## src/rtl/caf_map.svh

```systemverilog
// Register map, field positions and reset values of the operand and flag unit.
`ifndef CAF_MAP_SVH
`define CAF_MAP_SVH

// -----------------------------------------------------------------------------
// Register byte offsets on the AXI4-Lite slave
// -----------------------------------------------------------------------------
`define CAF_OFF_CTRL 8'h00
`define CAF_OFF_STATUS 8'h04
`define CAF_OFF_INSTR 8'h08
`define CAF_OFF_PC 8'h0C
`define CAF_OFF_SP 8'h10
`define CAF_OFF_BCDE 8'h14
`define CAF_OFF_AHL 8'h18
`define CAF_OFF_OPADDR 8'h1C
`define CAF_OFF_END 8'h20

// -----------------------------------------------------------------------------
// Bus answers and status bit positions
// -----------------------------------------------------------------------------
`define CAF_RESP_OKAY 2'h0
`define CAF_RESP_SLVERR 2'h2
`define CAF_STAT_BUSY 8

// -----------------------------------------------------------------------------
// Register field codes and pair codes
// -----------------------------------------------------------------------------
`define CAF_IDX_B 3'h0
`define CAF_IDX_C 3'h1
`define CAF_IDX_D 3'h2
`define CAF_IDX_E 3'h3
`define CAF_IDX_H 3'h4
`define CAF_IDX_L 3'h5
`define CAF_IDX_NONE 3'h6
`define CAF_IDX_A 3'h7
`define CAF_PAIR_SP 2'h3

// -----------------------------------------------------------------------------
// Instruction fields, arithmetic bit positions and reset values
// -----------------------------------------------------------------------------
`define CAF_RST_HI 5
`define CAF_RST_LO 3
`define CAF_RST_STRIDE 16'h0008
`define CAF_MSB 7
`define CAF_NIB_CARRY 4
`define CAF_BYTE_CARRY 8
`define CAF_RESET_BYTE 8'h00
`define CAF_RESET_WORD 16'h0000
`define CAF_RESET_FLAGS 5'h00
`define CAF_RESET_CTRL 32'h0000_0000

`endif

```

## src/rtl/caf_pkg.sv

```systemverilog
// Types shared by the operand and flag unit.
`default_nettype none
package caf_pkg;

  // Commands that software starts through the control register.
  typedef enum logic [2:0] {
    CMD_NOP = 3'h0, CMD_FETCH = 3'h1, CMD_LOAD = 3'h2, CMD_STORE = 3'h3,
    CMD_LDIMM = 3'h4, CMD_JUMP = 3'h5, CMD_ALU = 3'h6, CMD_RSVD = 3'h7
  } caf_cmd_type;

  // Addressing modes; for a jump the immediate code selects the restart call.
  typedef enum logic [1:0] {
    MODE_DIRECT = 2'h0, MODE_INDIRECT = 2'h1, MODE_IMMED = 2'h2, MODE_REGISTER = 2'h3
  } caf_mode_type;

  // Arithmetic and logic operations on the accumulator.
  typedef enum logic [2:0] {
    ALU_ADD = 3'h0, ALU_ADC = 3'h1, ALU_SUB = 3'h2, ALU_SBB = 3'h3,
    ALU_AND = 3'h4, ALU_XOR = 3'h5, ALU_OR = 3'h6, ALU_CMP = 3'h7
  } caf_alu_type;

  // Control register layout.
  typedef struct packed {
    logic [15:0] spare;
    logic wide;
    logic [1:0] len;
    caf_alu_type op;
    logic [1:0] pair;
    logic [2:0] regf;
    caf_mode_type mode;
    caf_cmd_type cmd;
  } caf_ctrl_type;

  // The five condition flags.
  typedef struct packed {
    logic sign;
    logic zero;
    logic aux;
    logic parity;
    logic carry;
  } caf_flags_type;

  // One request on the memory port.
  typedef struct packed {
    logic [15:0] addr;
    logic [7:0] wdata;
    logic rd;
    logic wr;
  } caf_mem_req_type;

  // Sequencer states, one-hot.
  typedef enum logic [4:0] {
    ST_IDLE = 5'h01, ST_EXEC = 5'h02, ST_MEM = 5'h04, ST_WAIT = 5'h08, ST_CAP = 5'h10
  } caf_state_type;

endpackage : caf_pkg
`default_nettype wire

```

## src/rtl/caf_operand_unit.sv

```systemverilog
// Operand addressing, branch targets and condition flags of an 8-bit core.
//
// The AXI4-Lite interface to the registers and the address map are this design's own decisions.
`include "caf_map.svh"
`default_nettype none

// Functional notes
// RULE1: Memory is bytes at 16-bit addresses, 65,536 in all.
// RULE2: Instructions of one to three bytes fetch from consecutive addresses.
// RULE3: Multi-byte memory operands go lowest byte first at consecutive addresses.
// RULE4: Direct operand address is byte 3 high and byte 2 low.
// RULE5: Indirect operand address uses pair first register high, second low.
// RULE6: Immediate data is one byte, or two bytes low first.
// RULE7: Program counter advances past each fetched instruction.
// RULE8: Direct jump target is byte 3 high and byte 2 low.
// RULE9: Indirect jump target comes from a pair, first register high.
// RULE10: Restart call jumps to eight times its three-bit field.
// RULE11: Restart field 000 to 111 means restart zero to seven.
// RULE12: Five one-bit flags; set writes one, reset writes zero.
// RULE13: Zero flag set when the result is zero.
// RULE14: Sign flag copies the result's top bit.
// RULE15: Parity flag set when the result has even parity.
// RULE16: Carry flag set on carry out or borrow out of bit 7.
// RULE17: Aux carry set on carry from bit 3 into bit 4.
// RULE18: Register field 111 is A, 000 to 101 are B to L.
// RULE19: Pair field 00 B-C, 01 D-E, 10 H-L, 11 stack pointer.
// RULE20: In a pair the first register is the high byte.
// RULE21: Program counter and stack pointer are 16 bits with byte halves.
// RULE22: Data bytes are bits 7 down to 0, bit 7 most significant.
module caf_operand_unit
  import caf_pkg::*;
(
  input wire logic CLK,
  input wire logic RESETN,
  input wire logic [7:0] S_AXI_AWADDR,
  input wire logic S_AXI_AWVALID,
  output logic S_AXI_AWREADY,
  input wire logic [31:0] S_AXI_WDATA,
  input wire logic [3:0] S_AXI_WSTRB,
  input wire logic S_AXI_WVALID,
  output logic S_AXI_WREADY,
  output logic [1:0] S_AXI_BRESP,
  output logic S_AXI_BVALID,
  input wire logic S_AXI_BREADY,
  input wire logic [7:0] S_AXI_ARADDR,
  input wire logic S_AXI_ARVALID,
  output logic S_AXI_ARREADY,
  output logic [31:0] S_AXI_RDATA,
  output logic [1:0] S_AXI_RRESP,
  output logic S_AXI_RVALID,
  input wire logic S_AXI_RREADY,
  output caf_mem_req_type MEM_REQ,
  input wire logic [7:0] MEM_RDATA
);

  // ---------------------------------------------------------------------------
  // Declarations
  // ---------------------------------------------------------------------------
  caf_state_type state_reg;
  caf_ctrl_type ctrl_reg;
  caf_flags_type flags_reg;
  caf_flags_type flags_next;
  caf_mem_req_type mem_req_reg;
  logic [7:0] regs [0:7];
  logic [7:0] reg_wd [0:7];
  logic [7:0] reg_we;
  logic [7:0] instr_reg [0:2];
  logic [15:0] pc_reg, sp_reg, base_reg;
  logic [1:0] idx_reg, last_reg;
  logic awready_reg, wready_reg, bvalid_reg, arready_reg, rvalid_reg;
  logic [1:0] bresp_reg, rresp_reg;
  logic [31:0] rdata_reg;
  logic [7:0] waddr_reg;
  logic [31:0] wdata_reg;
  logic [3:0] wstrb_reg;
  logic [7:0] waddr_al;
  logic do_write, busy, wr_en, start, cap, cap_last, exec;
  logic [31:0] rd_word;
  logic rd_ok;
  logic [15:0] pair_val, addr_sel;
  logic [7:0] store_byte;
  logic [7:0] alu_a, alu_b, alu_res;
  logic [8:0] sum9;
  logic [4:0] nib5;
  logic cin;
  logic [2:0] pair_hi, pair_lo;
  logic [2:0] restart_number_field;

  // Applies the byte strobes of a bus write to an old register word.
  function automatic logic [31:0] merge(input logic [31:0] old_w, input logic [31:0] new_w,
                                        input logic [3:0] strb);
    logic [31:0] m;
    m = old_w;
    for (int i = 0; i < 4; i++) begin
      if (strb[i]) begin
        m[i*8 +: 8] = new_w[i*8 +: 8];
      end
    end
    return m;
  endfunction : merge

  // ---------------------------------------------------------------------------
  // Shared decode terms
  // ---------------------------------------------------------------------------
  // Bus writes land only while the sequencer is idle; a control write starts it.
  assign busy = (state_reg != ST_IDLE);
  assign do_write = ~awready_reg & ~wready_reg & ~bvalid_reg;
  assign waddr_al = {waddr_reg[7:2], 2'b00};
  assign wr_en = do_write & ~busy;
  assign start = wr_en & (waddr_al == `CAF_OFF_CTRL);
  assign exec = (state_reg == ST_EXEC);
  assign cap = (state_reg == ST_CAP);
  assign cap_last = cap & (idx_reg == last_reg);
  assign pair_hi = {ctrl_reg.pair, 1'b0};
  assign pair_lo = {ctrl_reg.pair, 1'b1};
  // RULE11: restart field taken
  assign restart_number_field = instr_reg[0][`CAF_RST_HI:`CAF_RST_LO];

  // Pair value selected by the pair field, first register high.
  always_comb begin
    // RULE19: pair decode
    // RULE20: first register high
    case (ctrl_reg.pair)
      2'h0: pair_val = {regs[`CAF_IDX_B], regs[`CAF_IDX_C]};
      2'h1: pair_val = {regs[`CAF_IDX_D], regs[`CAF_IDX_E]};
      2'h2: pair_val = {regs[`CAF_IDX_H], regs[`CAF_IDX_L]};
      default: pair_val = sp_reg;
    endcase
  end

  // Operand address: a pair for narrow indirect transfers, else bytes 2 and 3.
  always_comb begin
    // RULE5: indirect operand address
    if (ctrl_reg.mode == MODE_INDIRECT && !ctrl_reg.wide) begin
      addr_sel = pair_val;
    end else begin
      // RULE4: direct operand address
      addr_sel = {instr_reg[2], instr_reg[1]};
    end
  end

  // Byte offered on a store: one register, or a pair low byte then high byte.
  always_comb begin
    if (!ctrl_reg.wide) begin
      store_byte = regs[ctrl_reg.regf];
    end else if (idx_reg == 2'h0) begin
      // RULE3: low byte first
      store_byte = pair_val[7:0];
    end else begin
      store_byte = pair_val[15:8];
    end
  end

  // ---------------------------------------------------------------------------
  // Arithmetic and flags
  // ---------------------------------------------------------------------------
  // Accumulator operation with a register or immediate operand.
  always_comb begin
    alu_a = regs[`CAF_IDX_A];
    alu_b = (ctrl_reg.mode == MODE_REGISTER) ? regs[ctrl_reg.regf] : instr_reg[1];
    cin = (ctrl_reg.op == ALU_ADC || ctrl_reg.op == ALU_SBB) ? flags_reg.carry : 1'b0;
    sum9 = 9'h000;
    nib5 = 5'h00;
    case (ctrl_reg.op)
      ALU_ADD, ALU_ADC: begin
        sum9 = {1'b0, alu_a} + {1'b0, alu_b} + {8'h00, cin};
        nib5 = {1'b0, alu_a[3:0]} + {1'b0, alu_b[3:0]} + {4'h0, cin};
      end
      ALU_SUB, ALU_SBB, ALU_CMP: begin
        sum9 = {1'b0, alu_a} - {1'b0, alu_b} - {8'h00, cin};
        nib5 = {1'b0, alu_a[3:0]} + {1'b0, ~alu_b[3:0]} + {4'h0, ~cin};
      end
      ALU_AND: sum9 = {1'b0, alu_a & alu_b};
      ALU_XOR: sum9 = {1'b0, alu_a ^ alu_b};
      ALU_OR: sum9 = {1'b0, alu_a | alu_b};
      default: sum9 = 9'h000;
    endcase
    alu_res = sum9[7:0];
    // RULE13: zero on zero result
    flags_next.zero = (alu_res == 8'h00);
    // RULE14: sign from bit 7
    // RULE22: bit 7 most significant
    flags_next.sign = alu_res[`CAF_MSB];
    // RULE15: even parity sets
    flags_next.parity = ~^alu_res;
    // RULE16: carry or borrow out
    flags_next.carry = sum9[`CAF_BYTE_CARRY];
    // RULE17: carry into bit 4
    flags_next.aux = nib5[`CAF_NIB_CARRY];
  end

  // Flag register: written by software or by an arithmetic command.
  always_ff @(posedge CLK or negedge RESETN) begin
    if (!RESETN) begin
      flags_reg <= `CAF_RESET_FLAGS;
    end else if (wr_en && waddr_al == `CAF_OFF_STATUS) begin
      // RULE12: set writes one
      flags_reg <= caf_flags_type'(5'(merge({27'h0, flags_reg}, wdata_reg, wstrb_reg)));
    end else if (exec && ctrl_reg.cmd == CMD_ALU) begin
      flags_reg <= flags_next;
    end
  end

  // ---------------------------------------------------------------------------
  // General register file
  // ---------------------------------------------------------------------------
  // Write enables and data for each register entry.
  always_comb begin
    logic [31:0] m;
    m = 32'h0000_0000;
    reg_we = 8'h00;
    reg_wd = '{default: 8'h00};
    if (wr_en && waddr_al == `CAF_OFF_BCDE) begin
      m = merge({regs[`CAF_IDX_B], regs[`CAF_IDX_C], regs[`CAF_IDX_D], regs[`CAF_IDX_E]},
                wdata_reg, wstrb_reg);
      reg_we[`CAF_IDX_B] = 1'b1;
      reg_wd[`CAF_IDX_B] = m[31:24];
      reg_we[`CAF_IDX_C] = 1'b1;
      reg_wd[`CAF_IDX_C] = m[23:16];
      reg_we[`CAF_IDX_D] = 1'b1;
      reg_wd[`CAF_IDX_D] = m[15:8];
      reg_we[`CAF_IDX_E] = 1'b1;
      reg_wd[`CAF_IDX_E] = m[7:0];
    end
    if (wr_en && waddr_al == `CAF_OFF_AHL) begin
      m = merge({8'h00, regs[`CAF_IDX_A], regs[`CAF_IDX_H], regs[`CAF_IDX_L]},
                wdata_reg, wstrb_reg);
      reg_we[`CAF_IDX_A] = 1'b1;
      reg_wd[`CAF_IDX_A] = m[23:16];
      reg_we[`CAF_IDX_H] = 1'b1;
      reg_wd[`CAF_IDX_H] = m[15:8];
      reg_we[`CAF_IDX_L] = 1'b1;
      reg_wd[`CAF_IDX_L] = m[7:0];
    end
    if (cap && ctrl_reg.cmd == CMD_LOAD) begin
      if (!ctrl_reg.wide) begin
        // RULE18: register field decode
        reg_we[ctrl_reg.regf] = 1'b1;
        reg_wd[ctrl_reg.regf] = MEM_RDATA;
      end else if (ctrl_reg.pair != `CAF_PAIR_SP) begin
        // RULE3: first byte is low
        reg_we[(idx_reg == 2'h0) ? pair_lo : pair_hi] = 1'b1;
        reg_wd[(idx_reg == 2'h0) ? pair_lo : pair_hi] = MEM_RDATA;
      end
    end
    if (exec && ctrl_reg.cmd == CMD_LDIMM) begin
      // RULE6: immediate low byte first
      if (!ctrl_reg.wide) begin
        reg_we[ctrl_reg.regf] = 1'b1;
        reg_wd[ctrl_reg.regf] = instr_reg[1];
      end else if (ctrl_reg.pair != `CAF_PAIR_SP) begin
        reg_we[pair_lo] = 1'b1;
        reg_wd[pair_lo] = instr_reg[1];
        reg_we[pair_hi] = 1'b1;
        reg_wd[pair_hi] = instr_reg[2];
      end
    end
    if (exec && ctrl_reg.cmd == CMD_ALU && ctrl_reg.op != ALU_CMP) begin
      reg_we[`CAF_IDX_A] = 1'b1;
      reg_wd[`CAF_IDX_A] = alu_res;
    end
    reg_we[`CAF_IDX_NONE] = 1'b0;
  end

  // One byte register per field code; code 110 names no register.
  for (genvar i = 0; i < 8; i++) begin : g_regs
    logic [7:0] byte_reg;
    always_ff @(posedge CLK or negedge RESETN) begin
      if (!RESETN) begin
        byte_reg <= `CAF_RESET_BYTE;
      end else if (reg_we[i]) begin
        byte_reg <= reg_wd[i];
      end
    end
    assign regs[i] = byte_reg;
  end

  // ---------------------------------------------------------------------------
  // Program counter, stack pointer and instruction bytes
  // ---------------------------------------------------------------------------
  // Program counter: bus write, advance after a fetch, or branch.
  always_ff @(posedge CLK or negedge RESETN) begin
    if (!RESETN) begin
      pc_reg <= `CAF_RESET_WORD;
    end else if (wr_en && waddr_al == `CAF_OFF_PC) begin
      // RULE21: sixteen-bit counter
      pc_reg <= 16'(merge({16'h0000, pc_reg}, wdata_reg, wstrb_reg));
    end else if (cap_last && ctrl_reg.cmd == CMD_FETCH) begin
      // RULE7: step past instruction
      pc_reg <= pc_reg + {14'h0000, last_reg} + 16'h0001;
    end else if (exec && ctrl_reg.cmd == CMD_JUMP) begin
      case (ctrl_reg.mode)
        // RULE9: indirect jump target
        MODE_INDIRECT: pc_reg <= pair_val;
        // RULE10: restart target
        MODE_IMMED: pc_reg <= `CAF_RST_STRIDE * {13'h0000, restart_number_field};
        // RULE8: direct jump target
        default: pc_reg <= {instr_reg[2], instr_reg[1]};
      endcase
    end
  end

  // Stack pointer: bus write, wide load into pair 11, or immediate load.
  always_ff @(posedge CLK or negedge RESETN) begin
    if (!RESETN) begin
      sp_reg <= `CAF_RESET_WORD;
    end else if (wr_en && waddr_al == `CAF_OFF_SP) begin
      sp_reg <= 16'(merge({16'h0000, sp_reg}, wdata_reg, wstrb_reg));
    end else if (cap && ctrl_reg.cmd == CMD_LOAD && ctrl_reg.wide
                 && ctrl_reg.pair == `CAF_PAIR_SP) begin
      // RULE21: halves written apart
      if (idx_reg == 2'h0) begin
        sp_reg[7:0] <= MEM_RDATA;
      end else begin
        sp_reg[15:8] <= MEM_RDATA;
      end
    end else if (exec && ctrl_reg.cmd == CMD_LDIMM && ctrl_reg.wide
                 && ctrl_reg.pair == `CAF_PAIR_SP) begin
      sp_reg <= {instr_reg[2], instr_reg[1]};
    end
  end

  // Instruction bytes: written by software or filled by a fetch.
  always_ff @(posedge CLK or negedge RESETN) begin
    if (!RESETN) begin
      instr_reg <= '{default: `CAF_RESET_BYTE};
    end else if (wr_en && waddr_al == `CAF_OFF_INSTR) begin
      for (int i = 0; i < 3; i++) begin
        if (wstrb_reg[i]) begin
          instr_reg[i] <= wdata_reg[i*8 +: 8];
        end
      end
    end else if (cap && ctrl_reg.cmd == CMD_FETCH) begin
      // RULE2: consecutive instruction bytes
      instr_reg[idx_reg] <= MEM_RDATA;
    end
  end

  // ---------------------------------------------------------------------------
  // Sequencer and memory port
  // ---------------------------------------------------------------------------
  // Walks the bytes of a fetch, load or store one memory access at a time.
  always_ff @(posedge CLK or negedge RESETN) begin
    if (!RESETN) begin
      state_reg <= ST_IDLE;
      ctrl_reg <= `CAF_RESET_CTRL;
      idx_reg <= 2'h0;
      last_reg <= 2'h0;
      base_reg <= `CAF_RESET_WORD;
    end else begin
      case (state_reg)
        ST_IDLE: begin
          if (start) begin
            ctrl_reg <= caf_ctrl_type'(merge(ctrl_reg, wdata_reg, wstrb_reg));
            state_reg <= ST_EXEC;
          end
        end
        ST_EXEC: begin
          idx_reg <= 2'h0;
          case (ctrl_reg.cmd)
            CMD_FETCH: begin
              base_reg <= pc_reg;
              last_reg <= (ctrl_reg.len == 2'h0) ? 2'h0 : 2'(ctrl_reg.len - 2'h1);
              state_reg <= ST_MEM;
            end
            CMD_LOAD, CMD_STORE: begin
              base_reg <= addr_sel;
              last_reg <= ctrl_reg.wide ? 2'h1 : 2'h0;
              state_reg <= ST_MEM;
            end
            default: state_reg <= ST_IDLE;
          endcase
        end
        ST_MEM: begin
          if (ctrl_reg.cmd != CMD_STORE) begin
            state_reg <= ST_WAIT;
          end else if (idx_reg == last_reg) begin
            state_reg <= ST_IDLE;
          end else begin
            idx_reg <= idx_reg + 2'h1;
          end
        end
        ST_WAIT: state_reg <= ST_CAP;
        ST_CAP: begin
          if (idx_reg == last_reg) begin
            state_reg <= ST_IDLE;
          end else begin
            idx_reg <= idx_reg + 2'h1;
            state_reg <= ST_MEM;
          end
        end
        default: state_reg <= ST_IDLE;
      endcase
    end
  end

  // Memory requests: one-cycle strobes at base plus byte index.
  always_ff @(posedge CLK or negedge RESETN) begin
    if (!RESETN) begin
      mem_req_reg <= '0;
    end else begin
      // RULE1: sixteen-bit byte address
      // RULE3: consecutive addresses
      mem_req_reg.addr <= base_reg + {14'h0000, idx_reg};
      mem_req_reg.wdata <= store_byte;
      mem_req_reg.rd <= (state_reg == ST_MEM) && (ctrl_reg.cmd != CMD_STORE);
      mem_req_reg.wr <= (state_reg == ST_MEM) && (ctrl_reg.cmd == CMD_STORE);
    end
  end

  // ---------------------------------------------------------------------------
  // AXI4-Lite slave
  // ---------------------------------------------------------------------------
  // Read data selection by the read address.
  always_comb begin
    rd_word = 32'h0000_0000;
    rd_ok = 1'b1;
    case ({S_AXI_ARADDR[7:2], 2'b00})
      `CAF_OFF_CTRL: rd_word = ctrl_reg;
      `CAF_OFF_STATUS: begin
        rd_word[4:0] = flags_reg;
        rd_word[`CAF_STAT_BUSY] = busy;
      end
      `CAF_OFF_INSTR: rd_word = {8'h00, instr_reg[2], instr_reg[1], instr_reg[0]};
      `CAF_OFF_PC: rd_word = {16'h0000, pc_reg};
      `CAF_OFF_SP: rd_word = {16'h0000, sp_reg};
      `CAF_OFF_BCDE: rd_word = {regs[`CAF_IDX_B], regs[`CAF_IDX_C],
                                regs[`CAF_IDX_D], regs[`CAF_IDX_E]};
      `CAF_OFF_AHL: rd_word = {8'h00, regs[`CAF_IDX_A], regs[`CAF_IDX_H], regs[`CAF_IDX_L]};
      `CAF_OFF_OPADDR: rd_word = {16'h0000, base_reg};
      default: rd_ok = 1'b0;
    endcase
  end

  // Write channels: address and data taken in either order, then answered.
  always_ff @(posedge CLK or negedge RESETN) begin
    if (!RESETN) begin
      awready_reg <= 1'b1;
      wready_reg <= 1'b1;
      bvalid_reg <= 1'b0;
      bresp_reg <= `CAF_RESP_OKAY;
      waddr_reg <= 8'h00;
      wdata_reg <= 32'h0000_0000;
      wstrb_reg <= 4'h0;
    end else begin
      if (S_AXI_AWVALID && awready_reg) begin
        waddr_reg <= S_AXI_AWADDR;
        awready_reg <= 1'b0;
      end
      if (S_AXI_WVALID && wready_reg) begin
        wdata_reg <= S_AXI_WDATA;
        wstrb_reg <= S_AXI_WSTRB;
        wready_reg <= 1'b0;
      end
      if (do_write) begin
        bvalid_reg <= 1'b1;
        bresp_reg <= (busy || waddr_reg >= `CAF_OFF_END) ? `CAF_RESP_SLVERR : `CAF_RESP_OKAY;
        awready_reg <= 1'b1;
        wready_reg <= 1'b1;
      end else if (bvalid_reg && S_AXI_BREADY) begin
        bvalid_reg <= 1'b0;
      end
    end
  end

  // Read channel: data answered one cycle after the address is taken.
  always_ff @(posedge CLK or negedge RESETN) begin
    if (!RESETN) begin
      arready_reg <= 1'b1;
      rvalid_reg <= 1'b0;
      rresp_reg <= `CAF_RESP_OKAY;
      rdata_reg <= 32'h0000_0000;
    end else if (S_AXI_ARVALID && arready_reg) begin
      rdata_reg <= rd_word;
      rresp_reg <= rd_ok ? `CAF_RESP_OKAY : `CAF_RESP_SLVERR;
      arready_reg <= 1'b0;
      rvalid_reg <= 1'b1;
    end else if (rvalid_reg && S_AXI_RREADY) begin
      rvalid_reg <= 1'b0;
      arready_reg <= 1'b1;
    end
  end

  // Output ports straight from their flip-flops.
  assign S_AXI_AWREADY = awready_reg;
  assign S_AXI_WREADY = wready_reg;
  assign S_AXI_BVALID = bvalid_reg;
  assign S_AXI_BRESP = bresp_reg;
  assign S_AXI_ARREADY = arready_reg;
  assign S_AXI_RVALID = rvalid_reg;
  assign S_AXI_RRESP = rresp_reg;
  assign S_AXI_RDATA = rdata_reg;
  assign MEM_REQ = mem_req_reg;

endmodule : caf_operand_unit
`default_nettype wire

```

## config.mk

```make
export PLATFORM = sky130hd
export DESIGN_NAME = caf_operand_unit
export DESIGN_NICKNAME = d
export VERILOG_FILES = /design/src/rtl/caf_pkg.sv /design/src/rtl/caf_operand_unit.sv
export VERILOG_INCLUDE_DIRS = /design/src /design/src/rtl
export SDC_FILE = /design/constraint.sdc
export NUM_CORES = 1
export LEC_CHECK = 0
export ABC_CLOCK_PERIOD_IN_PS = 12100
export CELL_PAD_IN_SITES_DETAIL_PLACEMENT = 0
export CELL_PAD_IN_SITES_GLOBAL_PLACEMENT = 2
export CORE_AREA = 8 8 209 211
export CTS_CLUSTER_DIAMETER = 80
export CTS_CLUSTER_SIZE = 40
export DETAILED_ROUTE_END_ITERATION = 8
export DIE_AREA = 0 0 217 219
export DONT_BUFFER_PORTS = 1
export MAX_ROUTING_LAYER = met4
export PLACE_DENSITY = 0.9
export SYNTH_ARGS = -nofsm -noshare
export SYNTH_HDL_FRONTEND = slang
export SYNTH_SLANG_ARGS = --single-unit
```

## constraint.sdc

```tcl
create_clock -name CLK -period 12.1 [get_ports CLK]
set_input_delay 2.42 -clock CLK [delete_from_list [all_inputs] [get_ports CLK]]
set_output_delay 2.42 -clock CLK [all_outputs]
set_load 0.1 [all_outputs]
```

# Word level (Yosys, flattened, before mapping)
# Cells that the tools add are included.
# Widths: inputs -> output; s select.
dict set report totals {
  register_bits 285
  elab_cells 343
  out_inout_bits 67
}
dict set report op_classes {
  n_lt_le_gt_ge 19
  n_eq_ne 55
  reduce_logical 75
  muxes 110
  addsub 13
  bitwise_logic 24
}
# operator count
set op_table {}
lappend op_table {{$mux 64} 6}
lappend op_table {{$bwmux 64} 5}
lappend op_table {{$mux 8} 30}
lappend op_table {{$pmux 23 s7} 1}
lappend op_table {{$mux 16} 8}
lappend op_table {{$demux 8 s3} 4}
lappend op_table {{$pmux 16 s2} 2}
lappend op_table {{$mux 24} 2}
lappend op_table {{$pmux 16 s3} 1}
lappend op_table {{$pmux 9 s5} 1}
lappend op_table {{$eq 6x3->1 const B} 7}
lappend op_table {{$or 8x8->8} 5}
lappend op_table {{$pmux 5 s8} 1}
lappend op_table {{$logic_and 1x1->1} 34}
lappend op_table {{$add 16x2->16} 2}
lappend op_table {{$mux 32} 1}
lappend op_table {{$mux 5} 6}
lappend op_table {{$pmux 5 s5} 1}
lappend op_table {{$bmux 8 s3} 1}
lappend op_table {{$bwmux 24} 1}
lappend op_table {{$eq 6x2->1 const B} 4}
lappend op_table {{$ne 2x2->1 const B} 11}
lappend op_table {{$eq 3x3->1 const B} 7}
lappend op_table {{$pmux 3 s7} 1}
lappend op_table {{63 further kinds} 154}

# Depth between registers and ports, before layout
# Gate-level depths: netlist (run 1).
dict set report depth {
  ltp_word 17
  mapped_depth 21
  depth_no_buf 19
}

# Worst setup path before layout (run 1)
# OpenSTA, ideal clock, no wires.
dict set report synth_path {
  path_kind {reg2reg}
  from {register ctrl_reg[7] in the netlist's numbering}
  to {register flags_reg[1] in the netlist's numbering}
  path_slack_ns 7.708
  setup_ns 0.104
  t_arrival_ns 4.288
  synth_period_minus_slack_ns 4.392
  path_stages_with_launch 20
  cell_sequence {dfrtp_1 clkbuf_1 buf_1 mux2i_1 a21oi_1 nor2_1 a21oi_1 a221oi_1 a21o_1 inv_1 fa_1 nor2b_1 o31a_1 o31a_1 o211a_1 a211o_1 ha_1 xor2_1 xnor2_1 a221oi_1}
}
dict set report synth_between {
  elab_chain_len 11
  elab_cells_between_ends 16
  classes_between {add/sub: 4; mux: 7; bitwise: 4; reduce/logical: 1}
}
# element line
set synth_lines {}
lappend synth_lines {{start, declared} caf_operand_unit.sv:60} ;# caf_ctrl_type ctrl_reg;
lappend synth_lines {{start signal, assigned} caf_operand_unit.sv:346} ;# ctrl_reg <= `CAF_RESET_CTRL;
lappend synth_lines {{start signal, assigned} caf_operand_unit.sv:354} ;# ctrl_reg <= caf_ctrl_type'(merge(ctrl_reg, wdata_reg, wstrb_reg));
lappend synth_lines {{$not 3->4 (implied by the code) (*)} caf_operand_unit.sv:160} ;# alu_b = (ctrl_reg.mode == MODE_REGISTER) ? regs[ctrl_reg.regf] : instr_reg[1];
lappend synth_lines {{$bmux 8 s3 (*)} caf_operand_unit.sv:160}
lappend synth_lines {{$mux 8 (implied by the code) (*) (2 in series)} caf_operand_unit.sv:160}
lappend synth_lines {{$mux 8 (*)} caf_operand_unit.sv:160}
lappend synth_lines {{$sub 8x8->9 / $add 8x8->9 (equally long branches)} {caf_operand_unit.sv:170, caf_operand_unit.sv:166}}
lappend synth_lines {{$sub 9x1->9 / $add 9x1->9 (equally long branches)} {caf_operand_unit.sv:170, caf_operand_unit.sv:166}}
lappend synth_lines {{$pmux 9 s5 (*)} caf_operand_unit.sv:164} ;# case (ctrl_reg.op)
lappend synth_lines {{$reduce_xnor 8->1 (*)} caf_operand_unit.sv:185} ;# flags_next.parity = ~^alu_res;
lappend synth_lines {{$mux 5 (*)} caf_operand_unit.sv:199} ;# end else if (exec && ctrl_reg.cmd == CMD_ALU) begin
lappend synth_lines {{$mux 5 (*)} caf_operand_unit.sv:196} ;# end else if (wr_en && waddr_al == `CAF_OFF_STATUS) begin
lappend synth_lines {{end signal, assigned} caf_operand_unit.sv:195} ;# flags_reg <= `CAF_RESET_FLAGS;
lappend synth_lines {{end signal, assigned} caf_operand_unit.sv:198} ;# flags_reg <= caf_flags_type'(5'(merge({27'h0, flags_reg}, wdata_reg, wstrb_reg)));
lappend synth_lines {{end signal, assigned} caf_operand_unit.sv:200} ;# flags_reg <= flags_next;
lappend synth_lines {{end, declared} caf_operand_unit.sv:61} ;# caf_flags_type flags_reg;
# Mark *: on every way between the ends. The rest lies on a longest branch, timed or not. The select of a mux whose other input is x is not followed.
# A chain may end at the register's enable or synchronous reset.

# Worst setup path after layout (run 1)
# Ends and elaborated chain as after synthesis.

==> metrics.md, run 1 <==
| Metric | Value |
|---|---|
| Status | complete, no violations |
| Final setup vio count | 0 |
| Dominant synthesized flop cell | dfrtp_1 |
| CTS clock-pin slew for the worst setup and hold paths | 0.09 ns |
| Maxcap violations | 0 |
| Post-Synthesis Cells | roughly 1800 |
| Routed vias/inst | 6.677 |
| DP Cell Count | approximately 2300 |
| Hold path endpoint | waddr_reg[5]$_DFFE_PN0P_ |
| Commonest non-fill, non-tap cell in the layout | dfrtp_1 |
| Core area | roughly 0.04 mm2 |
| DPL Wire Length | about 52 mm |
| Max reg flops | 48 |
| CTS max path bufs | 3 |
| RSZ-0062 raised after global routing | no |
| Final hold slack | approximately 0.53 ns |
| FP Rows | 74 |
| Post-synthesis cell type count | 75 |
| Gr usage total | roughly 30% |
| Initial DRC count | just over 2000 |
| FF-to-FF path depth | 19 |
| Area delta synth->final | 6.749% |
| Crit path max fanout | 30 |
| Die Y | 219 um |
| Final hold vios | 0 |
| Gpl congestion | 0.9729 |
| H-tree Lvls | 1 |
| Max-slew headroom | 8.694% |
| Async S/R FF share, synth | 100.0% |
| Crit path launch type | flop |
| Initial Util | a little over two fifths |
| Fin Setup TNS | 0 ns |
| Ant. Diodes | 0 |
| Synth Area per Inst | about 9.5 um2 |
| Met3 WL | 7.408 mm |
| Min Tclk post-route | approximately 5.5 ns |
| Top sig layer | met4 |
| Critical Path AT | between 5 and 6 ns |
| Worst EP required | between 10 and 15 ns |
| CTS sink cnt | approximately 280 |
| Worst-Margin Slew | around 1.4 ns |
| CP Capture Type | flop |
| Slew Limit Fails | 0 |
| Post-synthesis sequential area ratio | around 40% |
| Die Span X | roughly 220 um |
| M1 WL | about 30 mm |
| Worst VDD drop | between 0.1 and 0.15 mV |
| Final instance area | 0.01864 mm2 |
| Fill cells | between 3000 and 4000 |
| Crit share post-route | a little under half |
| Met2 wire length | around 31 mm |
| Setup CP Type | flop to flop |
| Cell Area, Placed | 0.01792 mm2 |
| HP Class | flop to flop |
| Die Area | about 0.048 mm2 |
| DR WL/cell | slightly above 30 um |
| Gr ovfl total | 0 |
| CTS tree | built |
| Later-pin clock latency in the skew report | between 0.5 and 0.6 ns |
| Synthesized area | roughly 0.017 mm2 |
| Pin count of the biggest net entering global routing | between 200 and 300 |
| Clock root buffer master | clkbuf_16 |
| Global-route wire length before repair | approximately 100 mm |
| Cts bufs inserted | 19 |
| Clock skew | between 0.04 and 0.05 ns |
| CTS resizes | 0 |
| Fin util | 46.18% |
| Internal reg-to-reg setup slack | about 6.6 ns |
| Reg2Reg Launch Point | ctrl_reg[7]$_DFFE_PN0P_ |
| Non-filler cells, final | ~2300 |
| Nets | around 1900 |
| Initial antenna violation count | 0 |
| Synth Register Bits | ~280 |
| Max Clock Freq | 182.4 MHz |
| # IOs | roughly 130 |
| # DRC | 0 |
| Final WL | between 70 and 80 mm |
| Routed via count | around 15000 |
| PortBufs | 0 |
| Pwr dens | between 200 and 300 mW/mm2 |
| Remaining antenna violation count | 0 |
| Hold path cells | 1 |
| Reg2reg end | flags_reg[1]$_DFFE_PN0P_ |
| Leakage | about 7.9 nW |
| Number of synthesized flops with an enable pin | 0 |
| Cts hold-fix bufs | 0 |
| Hold wc startpoint | waddr_reg[5]$_DFFE_PN0P_ |
| Setup Buffers After CTS | 0 |
| Most frequent cells in the layout | dfrtp_1, nand2_1, o21ai_0 |
| Drt pass-1 iters | 7 |
| Yosys Warn Count | 0 |
| Layout cells sized above 1 | 12.47% |
| Vias in the first global route | ~15000 |
-- layer usage --
metal	global-route usage, %	up-vias
met4	10.62	0
li1	-	6676
met5	-	-
met1	40.17	7776
met3	5.590	128
met2	44.95	857
-- logic make-up (layout without fill, tap and decap cells) --
logic type,Yosys count,count (layout),share of synthesized area (%)
other cells,1,2,0.02147
mux,190,190,13.01
fa+ha+maj,55,55,4.241
compound gates,552,552,21.69
flops,281,281,40.29
buf+inv,210,149,4.700
xor+xnor,39,39,1.956
simple gates,512,512,14.09
-- layout make-up --
type	count	area (um2)	share of cell area, %
multi-input cells	1350	9637	51.69
flip-flops and latches	281	7037	37.74
well taps	532	665.6	3.570
clock buffers	20	479.2	2.570
repair buffers	39	292.8	1.570
inverters	76	285.3	1.530
clock inverters	14	246.5	1.322
-- per-stage QoR --
step	power [mW]	setup slack, ns
2_1_floorplan	3.223	7.708
3_3_place_gp	4.063	6.802
3_5_place_dp	4.093	6.782
4_1_cts	4.870	6.762
5_1_grt	5.167	6.478
6_report	4.943	6.618
-- cell usage after synthesis (5+ instances only) --
master	count	area, um2
a211o_1	6	52.55
o211ai_1	16	120.1
mux2i_1	83	830.8
nand2_1	193	724.4
o21ai_1	8	40.04
o221a_2	5	56.30
xor2_1	15	131.4
a221o_1	22	220.2
buf_1	13	48.80
nor3_1	20	100.1
nor4_2	5	62.56
nor2_1	111	416.7
nor3b_1	7	52.55
inv_1	76	285.3
fa_1	7	140.1
o2bb2ai_1	6	52.55
nor4_1	6	37.54
clkbuf_1	106	397.9
mux2_2	86	968.4
and4_1	5	43.79
dfrtp_1	277	6932
a21o_1	11	82.58
and2_1	14	87.58
nand3_1	57	285.3
o22ai_1	50	312.8
a22o_1	35	306.5
and3_1	10	62.56
ha_1	48	600.6
nand2b_1	21	131.4
o21ai_0	127	635.6
a22oi_1	53	397.9
a221oi_1	35	306.5
xnor2_1	24	210.2
o21a_1	6	45.04
a21oi_1	81	405.4
a222oi_1	23	230.2
buf_2	11	55.05
nand4_1	12	75.07
nor2b_1	21	131.4
mux4_2	21	473.0
a211oi_1	7	52.55
a31oi_1	30	187.7
-- worst max path at each step --
stage / depth (start not counted) / startpoint / end / slack, ns
after floorplan: 19 / ctrl_reg[7]$_DFFE_PN0P_ / flags_reg[1]$_DFFE_PN0P_ / 7.71
after global placement: 19 / ctrl_reg[7]$_DFFE_PN0P_ / flags_reg[1]$_DFFE_PN0P_ / 6.80
after detailed placement: 19 / ctrl_reg[7]$_DFFE_PN0P_ / flags_reg[1]$_DFFE_PN0P_ / 6.78
after CTS: 19 / ctrl_reg[7]$_DFFE_PN0P_ / flags_reg[1]$_DFFE_PN0P_ / 6.76
after global routing: 19 / ctrl_reg[7]$_DFFE_PN0P_ / flags_reg[1]$_DFFE_PN0P_ / 6.48
final: 19 / ctrl_reg[7]$_DFFE_PN0P_ / flags_reg[1]$_DFFE_PN0P_ / 6.62
-- power breakdown --
group	total [mW]	leakage (nW)	internal (mW)	switching [mW]
Sequential	1.92	3.47	1.21	0.708
Combinational	2.24	4.12	0.923	1.32
Clock	0.780	0.346	0.363	0.417
Total	4.94	7.93	2.50	2.45
-- critical path, stage by stage (launching register included) --
cell and delay [ns]:
dfrtp_1 0.33, buf_4 0.34, nor2_1 0.22, a22oi_1 0.25, a21oi_1 0.09, a221oi_1 0.91
a21o_1 0.33, inv_1 0.13, fa_1 0.56, inv_1 0.05, ha_1 0.18, o211ai_1 0.22
nand2_1 0.11, o22ai_1 0.25, mux2i_1 0.13, a211o_1 0.36, ha_1 0.31, xor2_1 0.17
xnor2_1 0.26, a221oi_1 0.12
(Power assumes the default switching activity.)
==> run 2, diff against run 1 <==
- ABC_CLOCK_PERIOD_IN_PS: 12100 -> 4470
- CORE_AREA: 8 8 209 211 -> 8 8 227 229
- DIE_AREA: 0 0 217 219 -> 0 0 235 237
- PLACE_DENSITY: 0.9 -> 0.82
- clock period: 12.1 -> 4.47 ns (I/O delays scaled with it)
==> run 2 against run 1 <==
The run now ends with design-rule violations left. Design area up 5.1%. Non-clock buffer count up 89. Power rose to 2.9 times the previous value. Sequential power grew to 2.6 times the previous value. Die area grew 17%. Sequential share of layout area decreased by 1.8 points. Cell count up 8.0%. Sequential cell count did not move. Global-route usage shrank 3.4 points. Clock skew is 0.016 ns lower. Combinational power increased to 3.2 times the previous value. Utilization shrank 5.5 points. Critical path type unchanged. Highest routed layer unchanged.
==> metrics.md, run 2 (synthesis gave the netlist of run 1 again) <==
| Metric | Value |
|---|---|
| Slew Limit Fails | 0 |
| Crit path launch type | flop |
| Max-slew headroom | between 20 and 25% |
| Worst-Margin Slew | roughly 1.2 ns |
| Final hold vios | 0 |
| Met3 WL | about 6.5 mm |
| H-tree Lvls | 1 |
| Maxcap violations | 0 |
| Sw frac | around 48% |
| Drt pass-1 iters | 9 |
| Met2 wire length | 34.04 mm |
| Global-route wire length before repair | ~110 mm |
| Footprint of the multi-input gates | roughly 0.01 mm2 |
| Initial DRC count | roughly 2000 |
| Fill cells | around 4800 |
| DPL Wire Length | approximately 56 mm |
| Nets | 1980 |
| Layout cells sized above 1 | a little under a fifth |
| FF-to-FF path depth | 20 |
| Core area | 0.04814 mm2 |
| Pin count of the biggest net entering global routing | roughly 280 |
| Worst VDD drop | a little over 0.4 mV |
| Vias in the first global route | roughly 15000 |
| Clock skew | approximately 0.026 ns |
| Setup CP Type | flop to flop |
| FP Rows | 81 |
| # IOs | between 100 and 150 |
| Pwr dens | between 700 and 800 mW/mm2 |
| M1 WL | around 31 mm |
| Gr usage total | around a quarter |
| Max Clock Freq | between 200 and 250 MHz |
| Internal reg-to-reg setup slack | around 0.038 ns |
| Max reg flops | 48 |
| Failing checks | design-rule violations |
| Cts hold-fix bufs | 0 |
| Initial antenna violation count | 6 |
| Area delta synth->final | 12.20% |
| Gpl congestion | 0.9853 |
| Clock power share | 15.1% |
| DR WL/cell | about 30 um |
| Sw power | 6.940 mW |
| Commonest non-fill, non-tap cell in the layout | dfrtp_1 |
| Status | complete, but fails checks |
| Min Tclk post-route | around 4.4 ns |
| Routed vias/inst | roughly 6.3 |
| CTS max path bufs | 3 |
| Critical Path AT | slightly below 5 ns |
| Die Area | 0.05570 mm2 |
| Fin util | between 40% and 50% |
| Gate power share | between 40% and 50% |
| Top sig layer | met4 |
| CP Capture Type | flop |
| Clock root buffer master | clkbuf_16 |
| Later-pin clock latency in the skew report | between 0.5 and 0.6 ns |
| # DRC | 3 |
| Die Y | approximately 240 um |
| HP Class | primary input to async pin |
| Initial Util | between 30% and 40% |
| RSZ-0062 raised after global routing | yes |
| Worst EP required | between 4 and 5 ns |
| CTS tree | built |
| Most frequent cells in the layout | dfrtp_1, nand2_1, o21ai_0, buf_4, nor2_1 |
| Register share of total power | a little over a third |
| Final WL | 74.67 mm |
| Final setup vio count | 0 |
| Cts bufs inserted | 21 |
| Register area | about 0.007 mm2 |
| Leakage | 8.402 nW |
| Die Span X | approximately 240 um |
| CTS sink cnt | 281 |
| CTS clock-pin slew for the worst setup and hold paths | approximately 0.10 ns |
| Crit path max fanout | 6 |
| Internal power | around 7.5 mW |
| Final hold slack | about 0.039 ns |
| PortBufs | 0 |
| Routed via count | around 16000 |
| Remaining antenna violation count | 0 |
| Gr ovfl total | 0 |
| Crit share post-route | 99.15% |
[run 2: cell types whose count changed in the layout (fill, tap and decap cells not counted), moves of 4 or more]
cell      change
buf_4        +86
a21oi_1       -8
diode_2       +4
a21oi_2       +7
a221oi_2      +4
a221oi_1      -4
[run 2: power groups by stage]
stage / registers [mW] / clock network [mW] / logic, mW
after global placement: 5.00 / 0 / 6.78
final: 5.05 / 2.18 / 7.20
after floorplan: 4.24 / 0 / 4.48
after detailed placement: 5.03 / 0 / 6.84
after CTS: 4.97 / 2.21 / 6.89
after global routing: 5.09 / 2.29 / 7.69
[run 2: final timing paths]
path                                     startpoint                                 to
setup / recovery            ctrl_reg[7]$_DFFE_PN0P_           flags_reg[1]$_DFFE_PN0P_
hold / removal                               RESETN           base_reg[13]$_DFFE_PN0P_
setup reg to reg            ctrl_reg[7]$_DFFE_PN0P_           flags_reg[1]$_DFFE_PN0P_
hold reg to reg            waddr_reg[7]$_DFFE_PN0P_           waddr_reg[7]$_DFFE_PN0P_
max in group asynchronous                    RESETN  g_regs[2].byte_reg[2]$_DFFE_PN0P_
min in group CLK                      S_AXI_ARVALID          S_AXI_ARREADY$_DFFE_PN1P_
[run 2: final cells by class]
cell class / instances / area share, %
Clock buffer: 22 / 2.752
Sequential cell: 281 / 35.93
Inverter: 76 / 1.456
Clock inverter: 15 / 1.105
Multi-Input combinational cell: 1350 / 49.76
Antenna cell: 4 / 0.05108
Timing Repair Buffer: 128 / 4.974
Tap cell: 622 / 3.972
[run 2: critical path, cell delays in order (launching register included)]
cell and delay (ns):
dfrtp_2 0.47, buf_6 0.14, mux2i_1 0.16, a21oi_2 0.09, nor2_1 0.14, a21oi_2 0.05
a221oi_2 0.28, a21o_1 0.23, inv_2 0.06, fa_1 0.51, inv_1 0.05, ha_2 0.17
o211ai_1 0.25, a31oi_1 0.15, xor2_1 0.22, a221oi_2 0.09, a311o_1 0.38, ha_1 0.30
xor2_1 0.18, xnor2_1 0.15, a221oi_1 0.29
[run 2: stage by stage]
stage | power (mW) | instances | worst slack (ns) | area (um2) | TNS, ns
after global routing | 15.07 | 2498 | -0.08249 | 19600 | -0.08249
after CTS | 14.07 | 2488 | 0.02447 | 19430 | 0
after detailed placement | 11.86 | 2451 | -0.2224 | 18650 | -0.2224
final | 14.44 | 2498 | 0.03778 | 19600 | 0
after floorplan | 8.724 | 1841 | 0.07787 | 17470 | 0
after global placement | 11.79 | 2451 | -0.1441 | 18650 | -0.1441
[run 2: per-layer routing]
layer | track usage (%) | vias up
met1 | 35.41 | 7983
li1 | - | 6875
met3 | 4.278 | 136
met5 | - | -
met4 | 9.403 | 0
met2 | 40.58 | 832
[run 2: what timing repair did]
action / in CTS / in global routing
endpoints found under the setup margin: 1 / 2
buffers inserted: 0 / 6
gates resized for setup: 5 / 25
pin swaps: 0 / 14
